$ cat config.mk
export PLATFORM = sky130hd
export DESIGN_NAME = dbc_unit
export DESIGN_NICKNAME = d
export VERILOG_FILES = /design/src/rtl/dbc_unit.v /design/src/rtl/dbc_divider.v
export VERILOG_INCLUDE_DIRS = /design/src /design/src/rtl
export SDC_FILE = /design/constraint.sdc
export NUM_CORES = 1
export LEC_CHECK = 0
export BUFFER_PORTS_ARGS = -buffer_cell sky130_fd_sc_hd__buf_2
export CAP_MARGIN = 0
export CORE_UTILIZATION = 35
export CTS_BUF_LIST = sky130_fd_sc_hd__clkbuf_16
export DETAILED_ROUTE_END_ITERATION = 16
export SYNTH_ARGS = -nofsm -noshare
export SYNTH_HDL_FRONTEND = slang
export SYNTH_SLANG_ARGS = --single-unit
export TNS_END_PERCENT = 30
$ cat constraint.sdc
create_clock -name clk -period 3.9 [get_ports clk]
set_input_delay 0.78 -clock clk [delete_from_list [all_inputs] [get_ports clk]]
set_output_delay 0.78 -clock clk [all_outputs]
set_load 0.01 [all_outputs]
$ cat src/rtl/dbc_consts.vh
`ifndef DBC_CONSTS_VH
`define DBC_CONSTS_VH

// First-byte opcodes of the handled instructions
`define DBC_OP_BYTE_CPL 8'hb1
`define DBC_OP_DIV      8'h4b
`define DBC_OP_UDIV_W   8'h5b
`define DBC_OP_SDIV_L   8'h6b
`define DBC_OP_UDIV_L   8'h7b

// Most negative byte value, raises the end-of-table flag
`define DBC_BYTE_MIN  8'h80

// Listed unrepresentable signed 16-by-16 operand pair
`define DBC_OVF_DVD   16'h8000
`define DBC_OVF_DVS   16'hfffe

// Largest quotient magnitudes that fit a word
`define DBC_SQ_POS    32'h00007fff
`define DBC_SQ_NEG    32'h00008000

// Divider iterations, one quotient bit per clock
`define DBC_DIV_STEPS 32

// Accumulator reset value
`define DBC_ACC_RESET 16'h0000

`endif

$ cat src/rtl/dbc_unit.v
`timescale 1ns/1ns
`include "dbc_consts.vh"

// How it works
// - Byte complement inverts register, writes it back
// - Byte complement: E on 80h, V,C cleared
// - Byte complement: Z on zero, N from bit7
// - Signed word divide: low word by register
// - Signed word divide: V on zero, overflow, listed case
// - Signed long divide of full accumulator
// - Unsigned long divide of full accumulator
// - Long divides: V on zero or overflow
// - Unsigned word divide: low word by register
// - Word divides ignore old high word
// - Z, N from quotient; both cleared on V
// - Divides are two bytes, index repeated
// - Unsigned word divide: V only on zero

module dbc_unit (
  input  wire        clk,          // Core clock, 250 MHz
  input  wire        rst,          // Async reset, active high
  input  wire        opValid,      // Instruction issued, held until taken
  input  wire [7:0]  opcode,       // First instruction byte
  input  wire [7:0]  opSecond,     // Second instruction byte
  input  wire [7:0]  byteOperand,  // Byte register value
  input  wire [15:0] wordOperand,  // Divisor word register value
  input  wire        mdLoadHigh,   // Core writes accumulator high word
  input  wire        mdLoadLow,    // Core writes accumulator low word
  input  wire [15:0] mdLoadData,   // Data for accumulator writes
  output reg         opReady_ff,   // Idle, may take an instruction
  output reg         opDone_ff,    // Instruction finished, pulse
  output reg         opIllegal_ff, // Bad encoding rejected, pulse
  output reg  [7:0]  byteResult_ff,// Complemented byte
  output reg         byteWrite_ff, // Write byteResult back, pulse
  output reg         flagE_ff,     // End-of-table flag
  output reg         flagZ_ff,     // Zero flag
  output reg         flagV_ff,     // Overflow flag
  output reg         flagC_ff,     // Carry flag
  output reg         flagN_ff,     // Negative flag
  output reg  [15:0] mdHigh_ff,    // Accumulator high word
  output reg  [15:0] mdLow_ff      // Accumulator low word
);

  // Sequencer states: idle or divide in flight
  localparam ST_IDLE = 1'b0;
  localparam ST_DIV  = 1'b1;

  // Operand signs and mode, captured when a divide starts
  reg         state_ff;
  reg         isSigned_ff;
  reg         isLong_ff;
  reg         negQuot_ff;
  reg         negRem_ff;
  reg         listedOvf_ff;

  // Two's complement magnitude of a value taken as signed
  function [31:0] magnitude32;
    input [31:0] val;
    input        sgn;
    begin
      magnitude32 = (sgn && val[31]) ? (~val + 32'h00000001) : val;
    end
  endfunction

  // Divide opcodes share the two-byte format
  function isDivide;
    input [7:0] op;
    begin
      isDivide = (op == `DBC_OP_DIV) || (op == `DBC_OP_UDIV_W) ||
                 (op == `DBC_OP_SDIV_L) || (op == `DBC_OP_UDIV_L);
    end
  endfunction

  // Decode of the taken instruction
  // Bad encodings fall through to the illegal pulse
  wire        take      = opValid && opReady_ff;
  wire        opCpl     = (opcode == `DBC_OP_BYTE_CPL);
  wire        opDiv     = isDivide(opcode);
  wire        cplOk     = opCpl && (opSecond[3:0] == 4'h0);
  wire        divOk     = opDiv && (opSecond[7:4] == opSecond[3:0]);
  wire        sgnOp     = (opcode == `DBC_OP_DIV) ||
                          (opcode == `DBC_OP_SDIV_L);
  wire        longOp    = (opcode == `DBC_OP_SDIV_L) ||
                          (opcode == `DBC_OP_UDIV_L);
  wire        zeroDvs   = (wordOperand == 16'h0000);
  wire [7:0]  cplVal    = ~byteOperand;

  // Dividend: full accumulator for long forms, low word only else
  wire [31:0] dvdLong   = {mdHigh_ff, mdLow_ff};
  wire [31:0] dvdWord   = sgnOp ? {{16{mdLow_ff[15]}}, mdLow_ff}
                                : {16'h0000, mdLow_ff};
  wire [31:0] dvdRaw    = longOp ? dvdLong : dvdWord;
  wire [31:0] dvsRaw    = {{16{wordOperand[15]}}, wordOperand};
  wire [31:0] dvdMag    = magnitude32(dvdRaw, sgnOp);
  wire [31:0] dvsMag    = magnitude32(dvsRaw, sgnOp);
  wire        divStart  = take && divOk && !zeroDvs;

  // Raw unsigned results of the divider core
  wire        divDone;
  wire [31:0] quotMag;
  wire [15:0] remMag;

  // Unsigned core; signs are restored around it
  dbc_divider #(
    .STEPS    (`DBC_DIV_STEPS)
  ) uDivider (
    .clk      (clk),
    .rst      (rst),
    .start    (divStart),
    .dividend (dvdMag),
    .divisor  (dvsMag[15:0]),
    .done_ff  (divDone),
    .quot_ff  (quotMag),
    .rem_ff   (remMag)
  );

  // Sign fixup and word-range test of the quotient
  wire [31:0] quotFix   = negQuot_ff ? (~quotMag + 32'h00000001) : quotMag;
  wire [15:0] remFix    = negRem_ff ? (~remMag + 16'h0001) : remMag;
  wire        sgnRange  = negQuot_ff ? (quotMag > `DBC_SQ_NEG)
                                     : (quotMag > `DBC_SQ_POS);
  wire        unsRange  = (quotMag[31:16] != 16'h0000);
  wire        nxt_ovf   = listedOvf_ff ||
                          (isSigned_ff ? sgnRange : unsRange);
  wire [15:0] nxt_quot  = quotFix[15:0];

  // Sequencer, flags and accumulator
  // Loads are refused while busy so a divide never sees a torn dividend
  always @(posedge clk or posedge rst) begin
    if (rst) begin
      state_ff      <= ST_IDLE;
      isSigned_ff   <= 1'b0;
      isLong_ff     <= 1'b0;
      negQuot_ff    <= 1'b0;
      negRem_ff     <= 1'b0;
      listedOvf_ff  <= 1'b0;
      opReady_ff    <= 1'b0;
      opDone_ff     <= 1'b0;
      opIllegal_ff  <= 1'b0;
      byteResult_ff <= 8'h00;
      byteWrite_ff  <= 1'b0;
      flagE_ff      <= 1'b0;
      flagZ_ff      <= 1'b0;
      flagV_ff      <= 1'b0;
      flagC_ff      <= 1'b0;
      flagN_ff      <= 1'b0;
      mdHigh_ff     <= `DBC_ACC_RESET;
      mdLow_ff      <= `DBC_ACC_RESET;
    end else begin
      opDone_ff    <= 1'b0;
      opIllegal_ff <= 1'b0;
      byteWrite_ff <= 1'b0;
      case (state_ff)
        ST_IDLE: begin
          opReady_ff <= 1'b1;
          // Core writes to the accumulator only land while idle
          if (mdLoadHigh) begin
            mdHigh_ff <= mdLoadData;
          end
          if (mdLoadLow) begin
            mdLow_ff <= mdLoadData;
          end
          if (take && cplOk) begin
            byteResult_ff <= cplVal;
            byteWrite_ff  <= 1'b1;
            opDone_ff     <= 1'b1;
            flagE_ff      <= (byteOperand == `DBC_BYTE_MIN);
            flagV_ff      <= 1'b0;
            flagC_ff      <= 1'b0;
            flagZ_ff      <= (cplVal == 8'h00);
            flagN_ff      <= cplVal[7];
          end else if (take && divOk && zeroDvs) begin
            // Zero divisor finishes at once, accumulator kept
            opDone_ff <= 1'b1;
            flagV_ff  <= 1'b1;
            flagE_ff  <= 1'b0;
            flagC_ff  <= 1'b0;
            flagZ_ff  <= 1'b0;
            flagN_ff  <= 1'b0;
          end else if (divStart) begin
            state_ff     <= ST_DIV;
            opReady_ff   <= 1'b0;
            isSigned_ff  <= sgnOp;
            isLong_ff    <= longOp;
            negQuot_ff   <= sgnOp && (dvdRaw[31] != wordOperand[15]);
            negRem_ff    <= sgnOp && dvdRaw[31];
            // Word signed form also flags the listed operand pair
            listedOvf_ff <= (opcode == `DBC_OP_DIV) &&
                            (mdLow_ff == `DBC_OVF_DVD) &&
                            (wordOperand == `DBC_OVF_DVS);
          end else if (take) begin
            opIllegal_ff <= 1'b1;
          end
        end
        ST_DIV: begin
          opReady_ff <= 1'b0;
          if (divDone) begin
            state_ff   <= ST_IDLE;
            opReady_ff <= 1'b1;
            opDone_ff  <= 1'b1;
            flagV_ff   <= nxt_ovf;
            flagE_ff   <= 1'b0;
            flagC_ff   <= 1'b0;
            // Overflowed results are not stored; Z, N then read zero
            flagZ_ff   <= !nxt_ovf && (nxt_quot == 16'h0000);
            flagN_ff   <= !nxt_ovf && nxt_quot[15];
            if (!nxt_ovf) begin
              mdLow_ff  <= nxt_quot;
              mdHigh_ff <= remFix;
            end
          end
        end
        default: begin
          state_ff   <= ST_IDLE;
          opReady_ff <= 1'b0;
        end
      endcase
    end
  end

endmodule

$ cat src/rtl/dbc_divider.v
`timescale 1ns/1ns
`include "dbc_consts.vh"

module dbc_divider #(
  parameter STEPS = `DBC_DIV_STEPS
) (
  input  wire        clk,       // Core clock
  input  wire        rst,       // Async reset, active high
  input  wire        start,     // Load operands, one-cycle pulse
  input  wire [31:0] dividend,  // Unsigned dividend
  input  wire [15:0] divisor,   // Unsigned divisor, never zero
  output reg         done_ff,   // Result valid, one-cycle pulse
  output reg  [31:0] quot_ff,   // Quotient
  output reg  [15:0] rem_ff     // Remainder
);

  reg  [5:0]  cnt_ff;
  reg  [15:0] divisor_ff;
  wire [16:0] shifted;
  wire [16:0] diff;

  // Restoring step: trial subtract of the shifted partial remainder
  assign shifted = {rem_ff, quot_ff[31]};
  assign diff    = shifted - {1'b0, divisor_ff};

  // One bit per cycle keeps the adder at 17 bits at 250 MHz
  always @(posedge clk or posedge rst) begin
    if (rst) begin
      cnt_ff     <= 6'h00;
      divisor_ff <= 16'h0000;
      quot_ff    <= 32'h00000000;
      rem_ff     <= 16'h0000;
      done_ff    <= 1'b0;
    end else begin
      done_ff <= 1'b0;
      if (start) begin
        cnt_ff     <= STEPS[5:0];
        divisor_ff <= divisor;
        quot_ff    <= dividend;
        rem_ff     <= 16'h0000;
      end else if (cnt_ff != 6'h00) begin
        cnt_ff <= cnt_ff - 6'h01;
        done_ff <= (cnt_ff == 6'h01);
        if (!diff[16]) begin
          rem_ff  <= diff[15:0];
          quot_ff <= {quot_ff[30:0], 1'b1};
        end else begin
          rem_ff  <= shifted[15:0];
          quot_ff <= {quot_ff[30:0], 1'b0};
        end
      end
    end
  end

endmodule

# Word-level counts from Yosys, hierarchy flattened
# Index checks and enable logic that the tools add are counted.
word_totals:
  ff_bits: 125
  inputBits: 61
  out_inout_bits: 49
op_classes:
  addsub: 6
  magnitude_cmp: 2
  n_eq_ne: 16
  mux: 62
  bitwise: 8
  n_reduce_logical: 34
op_table:
  columns: ["op", "n"]
  rows:
  - ["$mux W16", 12]
  - ["$mux W32", 5]
  - ["$pmux W16 S2", 2]
  - ["$add A16 B1 Y16 const B", 3]
  - ["$not A16 Y16", 3]
  - ["$mux W1", 33]
  - ["$add A32 B1 Y32 const B", 1]
  - ["$eq A16 B16 Y1 const B", 2]
  - ["$eq A8 B7 Y1 const B", 4]
  - ["$gt A32 B15 Y1 const B", 1]
  - ["$gt A32 B16 Y1 const B", 1]
  - ["$logic_not A16 Y1", 2]
  - ["$not A32 Y32", 1]
  - ["$sub A17 B16 Y17", 1]
  - ["$eq A8 B8 Y1 const B", 2]
  - ["$pmux W1 S2", 8]
  - ["$reduce_bool A16 Y1", 1]
  - ["$logic_and A1 B1 Y1", 14]
  - ["$mux W6", 2]
  - ["$logic_not A8 Y1", 1]
  - ["$not A8 Y8", 1]
  - ["$eq A6 B1 Y1 const B", 1]
  - ["$logic_or A1 B1 Y1", 6]
  - ["$ne A2 B2 Y1 const B", 3]
  - ["other kinds (13)", 18]

# Longest topological paths before layout
# Gate-level depths: netlist of run 1.
depth:
  word_depth: 11
  depth_mapped: 12

# By module
# Synthesis of run 1 repeated with hierarchy kept, for this count alone.
unflattened:
  hier_cells: 1007
  hier_area_um2: 8853.5
modules_own_cells:
  columns: ["mod", "n_inst", "cells_per_inst", "area_each_um2"]
  rows:
  - ["dbc_unit", 1, 568, 4714.5]
  - ["dbc_divider", 1, 439, 4139.0]

# Least setup slack after synthesis of run 1
# Ideal clock, no wire load.
synth_timing:
  kind: "register to register"
  startpoint: "register uDivider.quot_ff[31]"
  endpoint: "register uDivider.rem_ff[1]"
  setup_time_ps: 143
  arrival_ps: 3094
  setup_slack_ps: 663
  path_stages_with_launch: 13
  n_path_buf: 1
  synth_period_minus_slack_ps: 3237
  cell_sequence: "dfrtp_1 > inv_1 > ha_1 > inv_1 > fa_1 > a21o_1 > a221o_1 > o311ai_0 > nand2_1 > xor2_1 > buf_2 > mux2i_1 > a21oi_1"
synth_between:
  elab_chain_len: 4
synth_rtl:
  columns: ["item", "line_no", "text"]
  rows:
  - ["start: declaration", "dbc_divider.v:13", "output reg [31:0] quot_ff,"]
  - ["start signal: assignment", "dbc_divider.v:39", "quot_ff <= dividend;"]
  - ["start signal: assignment", "dbc_divider.v:46", "quot_ff <= {quot_ff[30:0], 1'b1};"]
  - ["start signal: assignment", "dbc_divider.v:49", "quot_ff <= {quot_ff[30:0], 1'b0};"]
  - ["$sub A17 B16 Y17", "dbc_divider.v:24", "assign diff = shifted - {1'b0, divisor_ff};"]
  - ["$mux W16", "dbc_divider.v:44", "if (!diff[16]) begin"]
  - ["$mux W16", "dbc_divider.v:41", "end else if (cnt_ff != 6'h00) begin"]
  - ["$mux W16", "dbc_divider.v:36", "if (start) begin"]
  - ["end signal: assignment", "dbc_divider.v:45", "rem_ff <= diff[15:0];"]
  - ["end signal: assignment", "dbc_divider.v:48", "rem_ff <= shifted[15:0];"]
  - ["end: declaration", "dbc_divider.v:14", "output reg [15:0] rem_ff"]
# No other way between the ends. The select of a mux whose other input is x is not followed.
# A chain may end at the register's enable or synchronous reset.

# Worst setup path in the final report of run 1
layout_timing:
  startpoint: "register uDivider.quot_ff[31]"
  endpoint: "register uDivider.rem_ff[9]"
# The elaborated chain is that of the path after synthesis.

==> results.py, run 1 <==
metrics = {
    "status": {
        "status": "finished, final reports clean",
    },
    "route": {
        "wl_per_cell_um": 17.53,
        "wl_met1_mm": 11.86,
        "vias_per_cell": 5.457,
        "antenna_left": 0,
        "drtIter0Drc": 467,
        "drc": 0,
        "vias": 7815,
        "drt_wl_total_mm": 25.11,
        "wl_met2_mm": 11.40,
        "dr.pass1.iters": 5,
        "wl_met3_mm": 1.360,
        "top_layer_used": "met4",
    },
    "synth": {
        "yosysSeqAreaShare": 0.3643,
        "avgSynthCellArea_um2": 8.475,
        "synth_fp_nets": 1091,
        "synth-edff-count": 0,
        "ys_seq_elements": 124,
        "synthArstFlopShare": 1.000,
        "synth-main-ff-cell": "dfrtp_1",
        "yosys_warnings": 0,
        "syn_inst": 1005,
        "synth_area_mm2": 0.008517,
        "yosys.cell_types.count": 66,
    },
    "layout": {
        "area_growth_pct": 17.69,
        "nFillCells": 2449,
        "antennaDiodeCount": 0,
        "drive_gt1_frac": 0.1680,
        "final_nets": 1187,
    },
    "critical_path": {
        "end_kind": "register",
        "cp_max_fo": 11,
        "rrSetupSlack_ns": 0.46,
        "r2r_end": "uDivider.rem_ff[9]",
        "setup.worst_path.start": "uDivider.quot_ff[31]",
        "reg2regPathDepth": 12,
        "worstReg2RegStart": "uDivider.quot_ff[31]",
        "cp.required_ns": 4.19,
        "worst_setup_path_start_kind": "register",
        "arrival_ns": 3.73,
        "path_class": "reg2reg",
    },
    "sta": {
        "period_share": 0.8833,
        "rsz0062_at_grt": "false",
        "finalSetupViolCount": 0,
        "fmax_mhz": 290.3,
        "finalMaxSlewViolations": 0,
        "worst_slew_pin_slew_ns": 0.9674,
        "period_minus_slack_ns": 3.445,
        "slew_headroom": 0.3530,
        "hold_viol": 0,
        "fin_skew_ns": 0.01001,
        "tns_ns": 0,
    },
    "cts": {
        "cts_tree": "yes",
        "holdBufCountCts": 0,
        "clock_latency_ns": 0.42,
        "postCtsSetupBuffers": 0,
        "ctsHtreeMaxLevel": 4,
        "cts.sinks": 124,
        "clockRootBuffer": "clkbuf_16",
        "cts_resized": 0,
        "cts.reportedPaths.clkPinSlew_ns": 0.06,
        "tritoncts.num_buffers": 17,
        "clockBufferDepth": 2,
    },
    "grt": {
        "grt_pass1_wl_mm": 39.47,
        "first_global_vias": 7241,
        "antenna_found_initial": 0,
        "grt_max_degree": 53,
        "grt_usage": 0.2067,
        "overflow": 0,
    },
    "place": {
        "place_hpwl_mm": 19.02,
        "port_buffers": 108,
        "place_congestion": 0.9021,
    },
    "die": {
        "die_y_um": 158.0,
        "io_pins": 110,
        "coreArea_mm2": 0.02368,
        "die_area_mm2": 0.02496,
        "row_count": 56,
        "start_util": 0.3596,
        "die_w_um": 158.0,
    },
    "power": {
        "p_leak_nw": 4.260,
        "power_w": 0.006462,
        "power_density_mw_per_mm2": 644.7,
        "ir_worst_vdd_mv": 0.3089,
    },
    "flow_run": {
        "drv_cap": 0,
    },
    "worst_hold_path": {
        "min_path_type": "in2async",
    },
}
-- sequential cells by signal, summed over array words and instances (netlist names), 6 cells and up --
signal	cells
uDivider.quot_ff	32
mdHigh_ff	16
mdLow_ff	16
uDivider.divisor_ff	16
uDivider.rem_ff	16
byteResult_ff	8
uDivider.cnt_ff	6
-- Yosys cell counts, drive strengths merged (2+ instances only) --
| library cell | n | area, um2 |
|---|---|---|
| mux2i | 39 | 390.4 |
| clkbuf | 32 | 120.1 |
| ha | 24 | 300.3 |
| inv | 47 | 176.4 |
| or2 | 2 | 12.51 |
| o21bai | 2 | 15.01 |
| nor2 | 78 | 292.8 |
| nor3 | 26 | 140.1 |
| nand3 | 18 | 90.09 |
| mux2 | 3 | 33.78 |
| o31ai | 15 | 112.6 |
| nor2b | 9 | 56.30 |
| a211oi | 36 | 300.3 |
| o311ai | 3 | 26.28 |
| xnor2 | 39 | 341.6 |
| a2111oi | 3 | 51.30 |
| o32ai | 2 | 17.52 |
| a21oi | 84 | 424.2 |
| o21a | 5 | 37.54 |
| nand4b | 2 | 17.52 |
| or3 | 11 | 68.82 |
| a21o | 31 | 232.7 |
| o22ai | 2 | 12.51 |
| or4b | 3 | 33.78 |
| o41ai | 11 | 96.34 |
| a31oi | 14 | 93.84 |
| buf | 20 | 112.6 |
| nor4 | 17 | 121.4 |
| xor2 | 45 | 394.1 |
| and3 | 12 | 75.07 |
| nand4 | 13 | 81.33 |
| nand2 | 115 | 431.7 |
| or4 | 9 | 71.32 |
| and2 | 5 | 31.28 |
| o21ai | 80 | 400.4 |
| nand3b | 3 | 22.52 |
| nand2b | 7 | 43.79 |
| dfrtp | 124 | 3103 |
-- worst max-delay path: stages (launching register included) --
cell	delay (ns)
dfrtp_1	0.38
inv_1	0.10
ha_1	0.17
inv_1	0.05
fa_1	0.39
a21o_1	0.20
a221o_1	0.36
o311ai_0	0.30
nand2_1	0.17
xor2_2	0.63
buf_4	0.29
mux2i_1	0.18
o21ai_0	0.09
-- routing by layer --
layer	vias up	global-route usage
li1	3813	-
met1	3736	0.2814
met2	237	0.3323
met3	29	0.03723
met4	0	0.06227
met5	-	0
-- worst max path at each step --
stage	endpoint	cells after the start	slack (ns)
global placement	uDivider.quot_ff[28]	8	0.54
floorplan	uDivider.rem_ff[1]	12	0.66
global route	uDivider.rem_ff[12]	12	0.19
finish	uDivider.rem_ff[9]	12	0.46
detailed placement	uDivider.rem_ff[9]	12	0.48
CTS	uDivider.rem_ff[9]	12	0.44
-- per-stage QoR --
stage / cell area [um2] / util / hold slack [ns] / setup slack, ns / std cells
6_report: 10020 / 0.4232 / 0.4740 / 0.4553 / 1432
5_1_grt: 10020 / 0.4232 / 0.4916 / 0.1868 / 1432
4_1_cts: 10020 / 0.4232 / 0.4836 / 0.4376 / 1432
3_5_place_dp: 9449 / 0.3990 / 0.4701 / 0.4808 / 1401
3_3_place_gp: 9449 / 0.3990 / 0.4619 / 0.5404 / 1401
2_1_floorplan: 8521 / - / 0.4498 / 0.6632 / 1005
-- final cells by class --
cell class | instances | area [um2] | share of cell area
multi-input combinational | 782 | 5030 | 0.5018
sequential | 124 | 3104 | 0.3097
timing repair buffer | 129 | 735.7 | 0.07340
clock buffer | 17 | 425.4 | 0.04244
tap | 319 | 399.1 | 0.03982
inverter | 47 | 180.2 | 0.01798
clock inverter | 14 | 148.9 | 0.01485
-- cell families (layout without fill, tap and decap cells) --
family                   after synthesis  count (layout)  share of synthesized area
flip-flops                           124             124                     0.3643
XOR/XNOR                              84              84                    0.08638
AO/OA/AOI/OAI                        297             297                     0.2237
multiplexers                          42              42                    0.04980
buffers and inverters                 99             207                    0.04804
adder cells (fa/ha/maj)               25              25                    0.03761
other                                  1               1                  0.0004403
AND/OR/NAND/NOR                      333             333                     0.1897
-- where the power goes --
| group | leakage [nW] | total [W] | internal (W) | switching, W |
|---|---|---|---|---|
| sequential | 1.50 | 0.00225 | 0.00167 | 0.000583 |
| combinational | 2.48 | 0.00265 | 0.00120 | 0.00145 |
| clock | 0.273 | 0.00156 | 0.000937 | 0.000623 |
-- placed cells by master, fill, tap and decap left out, drive strengths merged, types with 3 or more instances in the layout --
cell      synthesis  layout
nand2b            7       7
nand3b            3       3
and2              5       5
mux2              3       3
a2111oi           3       3
nand3            18      18
or3              11      11
nor4             17      17
nand4            13      13
mux2i            39      39
a21oi            84      84
buf              20     129
and3             12      12
o311ai            3       3
nor3             26      26
inv              47      47
nor2             78      78
ha               24      24
a31oi            14      14
o21a              5       5
o41ai            11      11
clkinv            0       8
a211oi           36      36
or4               9       9
clkbuf           32      17
a21o             31      31
xor2             45      45
nor2b             9       9
nand2           115     115
o21ai            80      80
xnor2            39      39
dfrtp           124     124
or4b              3       3
clkinvlp          0       4
o31ai            15      15
No activity file was read; power rests on OpenSTA's default activity.
==> run 2, diff against run 1 <==
--- a/config.mk
+++ b/config.mk
@@ -6,6 +6,7 @@
 export SDC_FILE = /design/constraint.sdc
 export NUM_CORES = 1
 export LEC_CHECK = 0
+export ABC_AREA = 1
 export BUFFER_PORTS_ARGS = -buffer_cell sky130_fd_sc_hd__buf_2
 export CAP_MARGIN = 0
 export CORE_UTILIZATION = 35
==> results.py, run 2 <==
metrics = {
    "layout": {
        "largest_register": "uDivider.quot_ff",
        "largest_reg_flops": 32,
        "drive_gt1_frac": 0.1309,
        "layout_common_cells": "362 x nand2_1, 178 x inv_1, 129 x nand3_1",
        "layout_commonest_cell": "nand2_1",
        "final_nets": 1517,
        "area_growth_pct": 15.98,
        "antennaDiodeCount": 0,
        "stdcell_count": 1774,
    },
    "worst_hold_path": {
        "min_path_type": "in2async",
    },
    "flow_run": {
        "drv_cap": 0,
    },
    "die": {
        "die_y_um": 161.8,
        "row_count": 58,
        "io_pins": 110,
        "start_util": 0.3560,
        "die_w_um": 161.8,
        "die_area_mm2": 0.02619,
        "coreArea_mm2": 0.02511,
    },
    "power": {
        "p_leak_nw": 5.365,
        "power_density_mw_per_mm2": 598.9,
        "ir_worst_vdd_mv": 0.2994,
    },
    "route": {
        "wl_per_cell_um": 16.04,
        "top_layer_used": "met4",
        "wl_met2_mm": 13.07,
        "vias_per_cell": 5.110,
        "drc": 0,
        "drt_wl_total_mm": 28.45,
        "antenna_left": 0,
        "wl_met3_mm": 1.337,
        "dr.pass1.iters": 7,
        "wl_met1_mm": 13.08,
        "vias": 9065,
        "drtIter0Drc": 673,
    },
    "sta": {
        "worst_slew_pin_slew_ns": 0.8247,
        "finalSetupViolCount": 0,
        "finalMaxSlewViolations": 0,
        "period_share": 0.7164,
        "fmax_mhz": 357.9,
        "hold_viol": 0,
        "period_minus_slack_ns": 2.794,
        "slew_headroom": 0.4496,
        "rsz0062_at_grt": "false",
        "tns_ns": 0,
        "fin_skew_ns": 0.01804,
    },
    "critical_path": {
        "worst_setup_path_start_kind": "input port",
        "cp_max_fo": 22,
        "reg2regPathDepth": 12,
        "worstReg2RegStart": "uDivider.quot_ff[0]",
        "path_class": "in2reg",
        "r2r_end": "mdLow_ff[2]",
        "cp.required_ns": 4.23,
        "end_kind": "register",
        "rrSetupSlack_ns": 1.13,
        "arrival_ns": 3.13,
    },
    "status": {
        "status": "finished, final reports clean",
    },
    "grt": {
        "first_global_vias": 8487,
        "overflow": 0,
        "antenna_found_initial": 0,
        "grt_max_degree": 50,
        "grt_pass1_wl_mm": 45.08,
        "grt_usage": 0.2213,
    },
    "cts": {
        "ctsHtreeMaxLevel": 4,
        "cts.sinks": 124,
        "clockBufferDepth": 2,
        "tritoncts.num_buffers": 17,
        "cts.reportedPaths.clkPinSlew_ns": 0.07,
        "cts_tree": "yes",
        "clock_latency_ns": 0.43,
        "postCtsSetupBuffers": 0,
        "clockRootBuffer": "clkbuf_16",
        "cts_resized": 0,
        "holdBufCountCts": 0,
    },
    "place": {
        "place_hpwl_mm": 22.40,
        "port_buffers": 108,
        "place_congestion": 0.9183,
        "post-place-cells": 1742,
    },
    "synth": {
        "synth-main-ff-cell": "dfrtp_1",
        "avgSynthCellArea_um2": 6.691,
        "synthTopCellsByCount": "362 x nand2_1, 179 x inv_1, 129 x nand3_1, 125 x nor2_1, 124 x dfrtp_1",
        "synth_top_area_share": 0.3471,
        "synth_fp_nets": 1422,
        "yosysMostFrequentCell": "nand2_1",
        "synth_area_mm2": 0.008940,
        "synth_area_leaders": "dfrtp_1 35%, nand2_1 15%, inv_1 7.5%",
        "yosysSeqAreaShare": 0.3471,
        "synthArstFlopShare": 1.000,
        "synth_top_area_cell": "dfrtp_1",
        "yosys.cell_types.count": 48,
        "synth-edff-count": 0,
        "syn_inst": 1336,
        "yosys_warnings": 0,
        "ys_seq_elements": 124,
    },
}
-- run 2: routing by layer --
| metal | track usage | vias to the layer above |
|---|---|---|
| li1 | - | 4552 |
| met1 | 0.2917 | 4218 |
| met2 | 0.3545 | 244 |
| met4 | 0.09648 | 0 |
| met5 | 0 | - |
| met3 | 0.03933 | 51 |
-- run 2: through the flow --
step,total power [W],hold WS [ns],worst slack (ns),utilization,instance area [um2]
final,0.006210,0.4454,1.106,0.4129,10370
after global routing,0.006686,0.4860,0.8792,0.4129,10370
after floorplan,0.003798,0.4530,1.595,-,8944
after global placement,0.004492,0.4621,0.8326,0.3885,9754
after CTS,0.006194,0.4599,1.141,0.4129,10370
after detailed placement,0.004515,0.4673,0.7251,0.3885,9754
-- run 2: how the worst max path moves through the flow --
stage                      endpoint            from  slack [ns]  cells after the start
2_1_floorplan      byteResult_ff[0]             rst        1.59                      1
3_3_place_gp   uDivider.quot_ff[21]  wordOperand[0]        0.83                     13
3_5_place_dp   uDivider.quot_ff[21]  wordOperand[0]        0.73                     13
4_1_cts         uDivider.quot_ff[9]  wordOperand[0]        1.14                     14
5_1_grt        uDivider.quot_ff[23]  wordOperand[0]        0.88                     14
6_report        uDivider.quot_ff[9]  wordOperand[0]        1.11                     14
-- run 2: cell type report --
| class | instances | area (um2) |
|---|---|---|
| Clock buffer | 17 | 425.4 |
| Clock inverter | 15 | 188.9 |
| Fill cell | 2702 | 14740 |
| Inverter | 186 | 703.2 |
| Multi-Input combinational cell | 981 | 4885 |
| Sequential cell | 124 | 3103 |
| Tap cell | 330 | 412.9 |
| Timing Repair Buffer | 121 | 650.6 |
-- run 2: logic make-up (layout without fill, tap and decap cells) --
kind of cell,count (synthesis),after routing,share of synthesized area
fa+ha+maj,25,25,0.03583
simple gates,704,704,0.3404
flops,124,124,0.3471
compound gates,217,217,0.1365
xor+xnor,34,34,0.03331
other cells,1,1,0.0004195
buf+inv,231,339,0.1065
-- run 2: critical path: stages --
cell and delay, ns:
buf_2 0.09, inv_1 0.11, ha_1 0.20, nand2_2 0.07, nor2_4 0.09, nand2_1 0.09
nor3_2 0.20, nand3_2 0.18, nand2_2 0.29, nand2_2 0.35, buf_4 0.35, o22ai_1 0.17
inv_1 0.06, o21ai_0 0.08
-- run 2: report_power, final --
| group | total [W] | internal (W) | switching, W |
|---|---|---|---|
| Clock | 0.00166 | 0.00102 | 0.000649 |
| Sequential | 0.00196 | 0.00161 | 0.000350 |
| Combinational | 0.00259 | 0.000911 | 0.00168 |
| Total | 0.00621 | 0.00353 | 0.00267 |
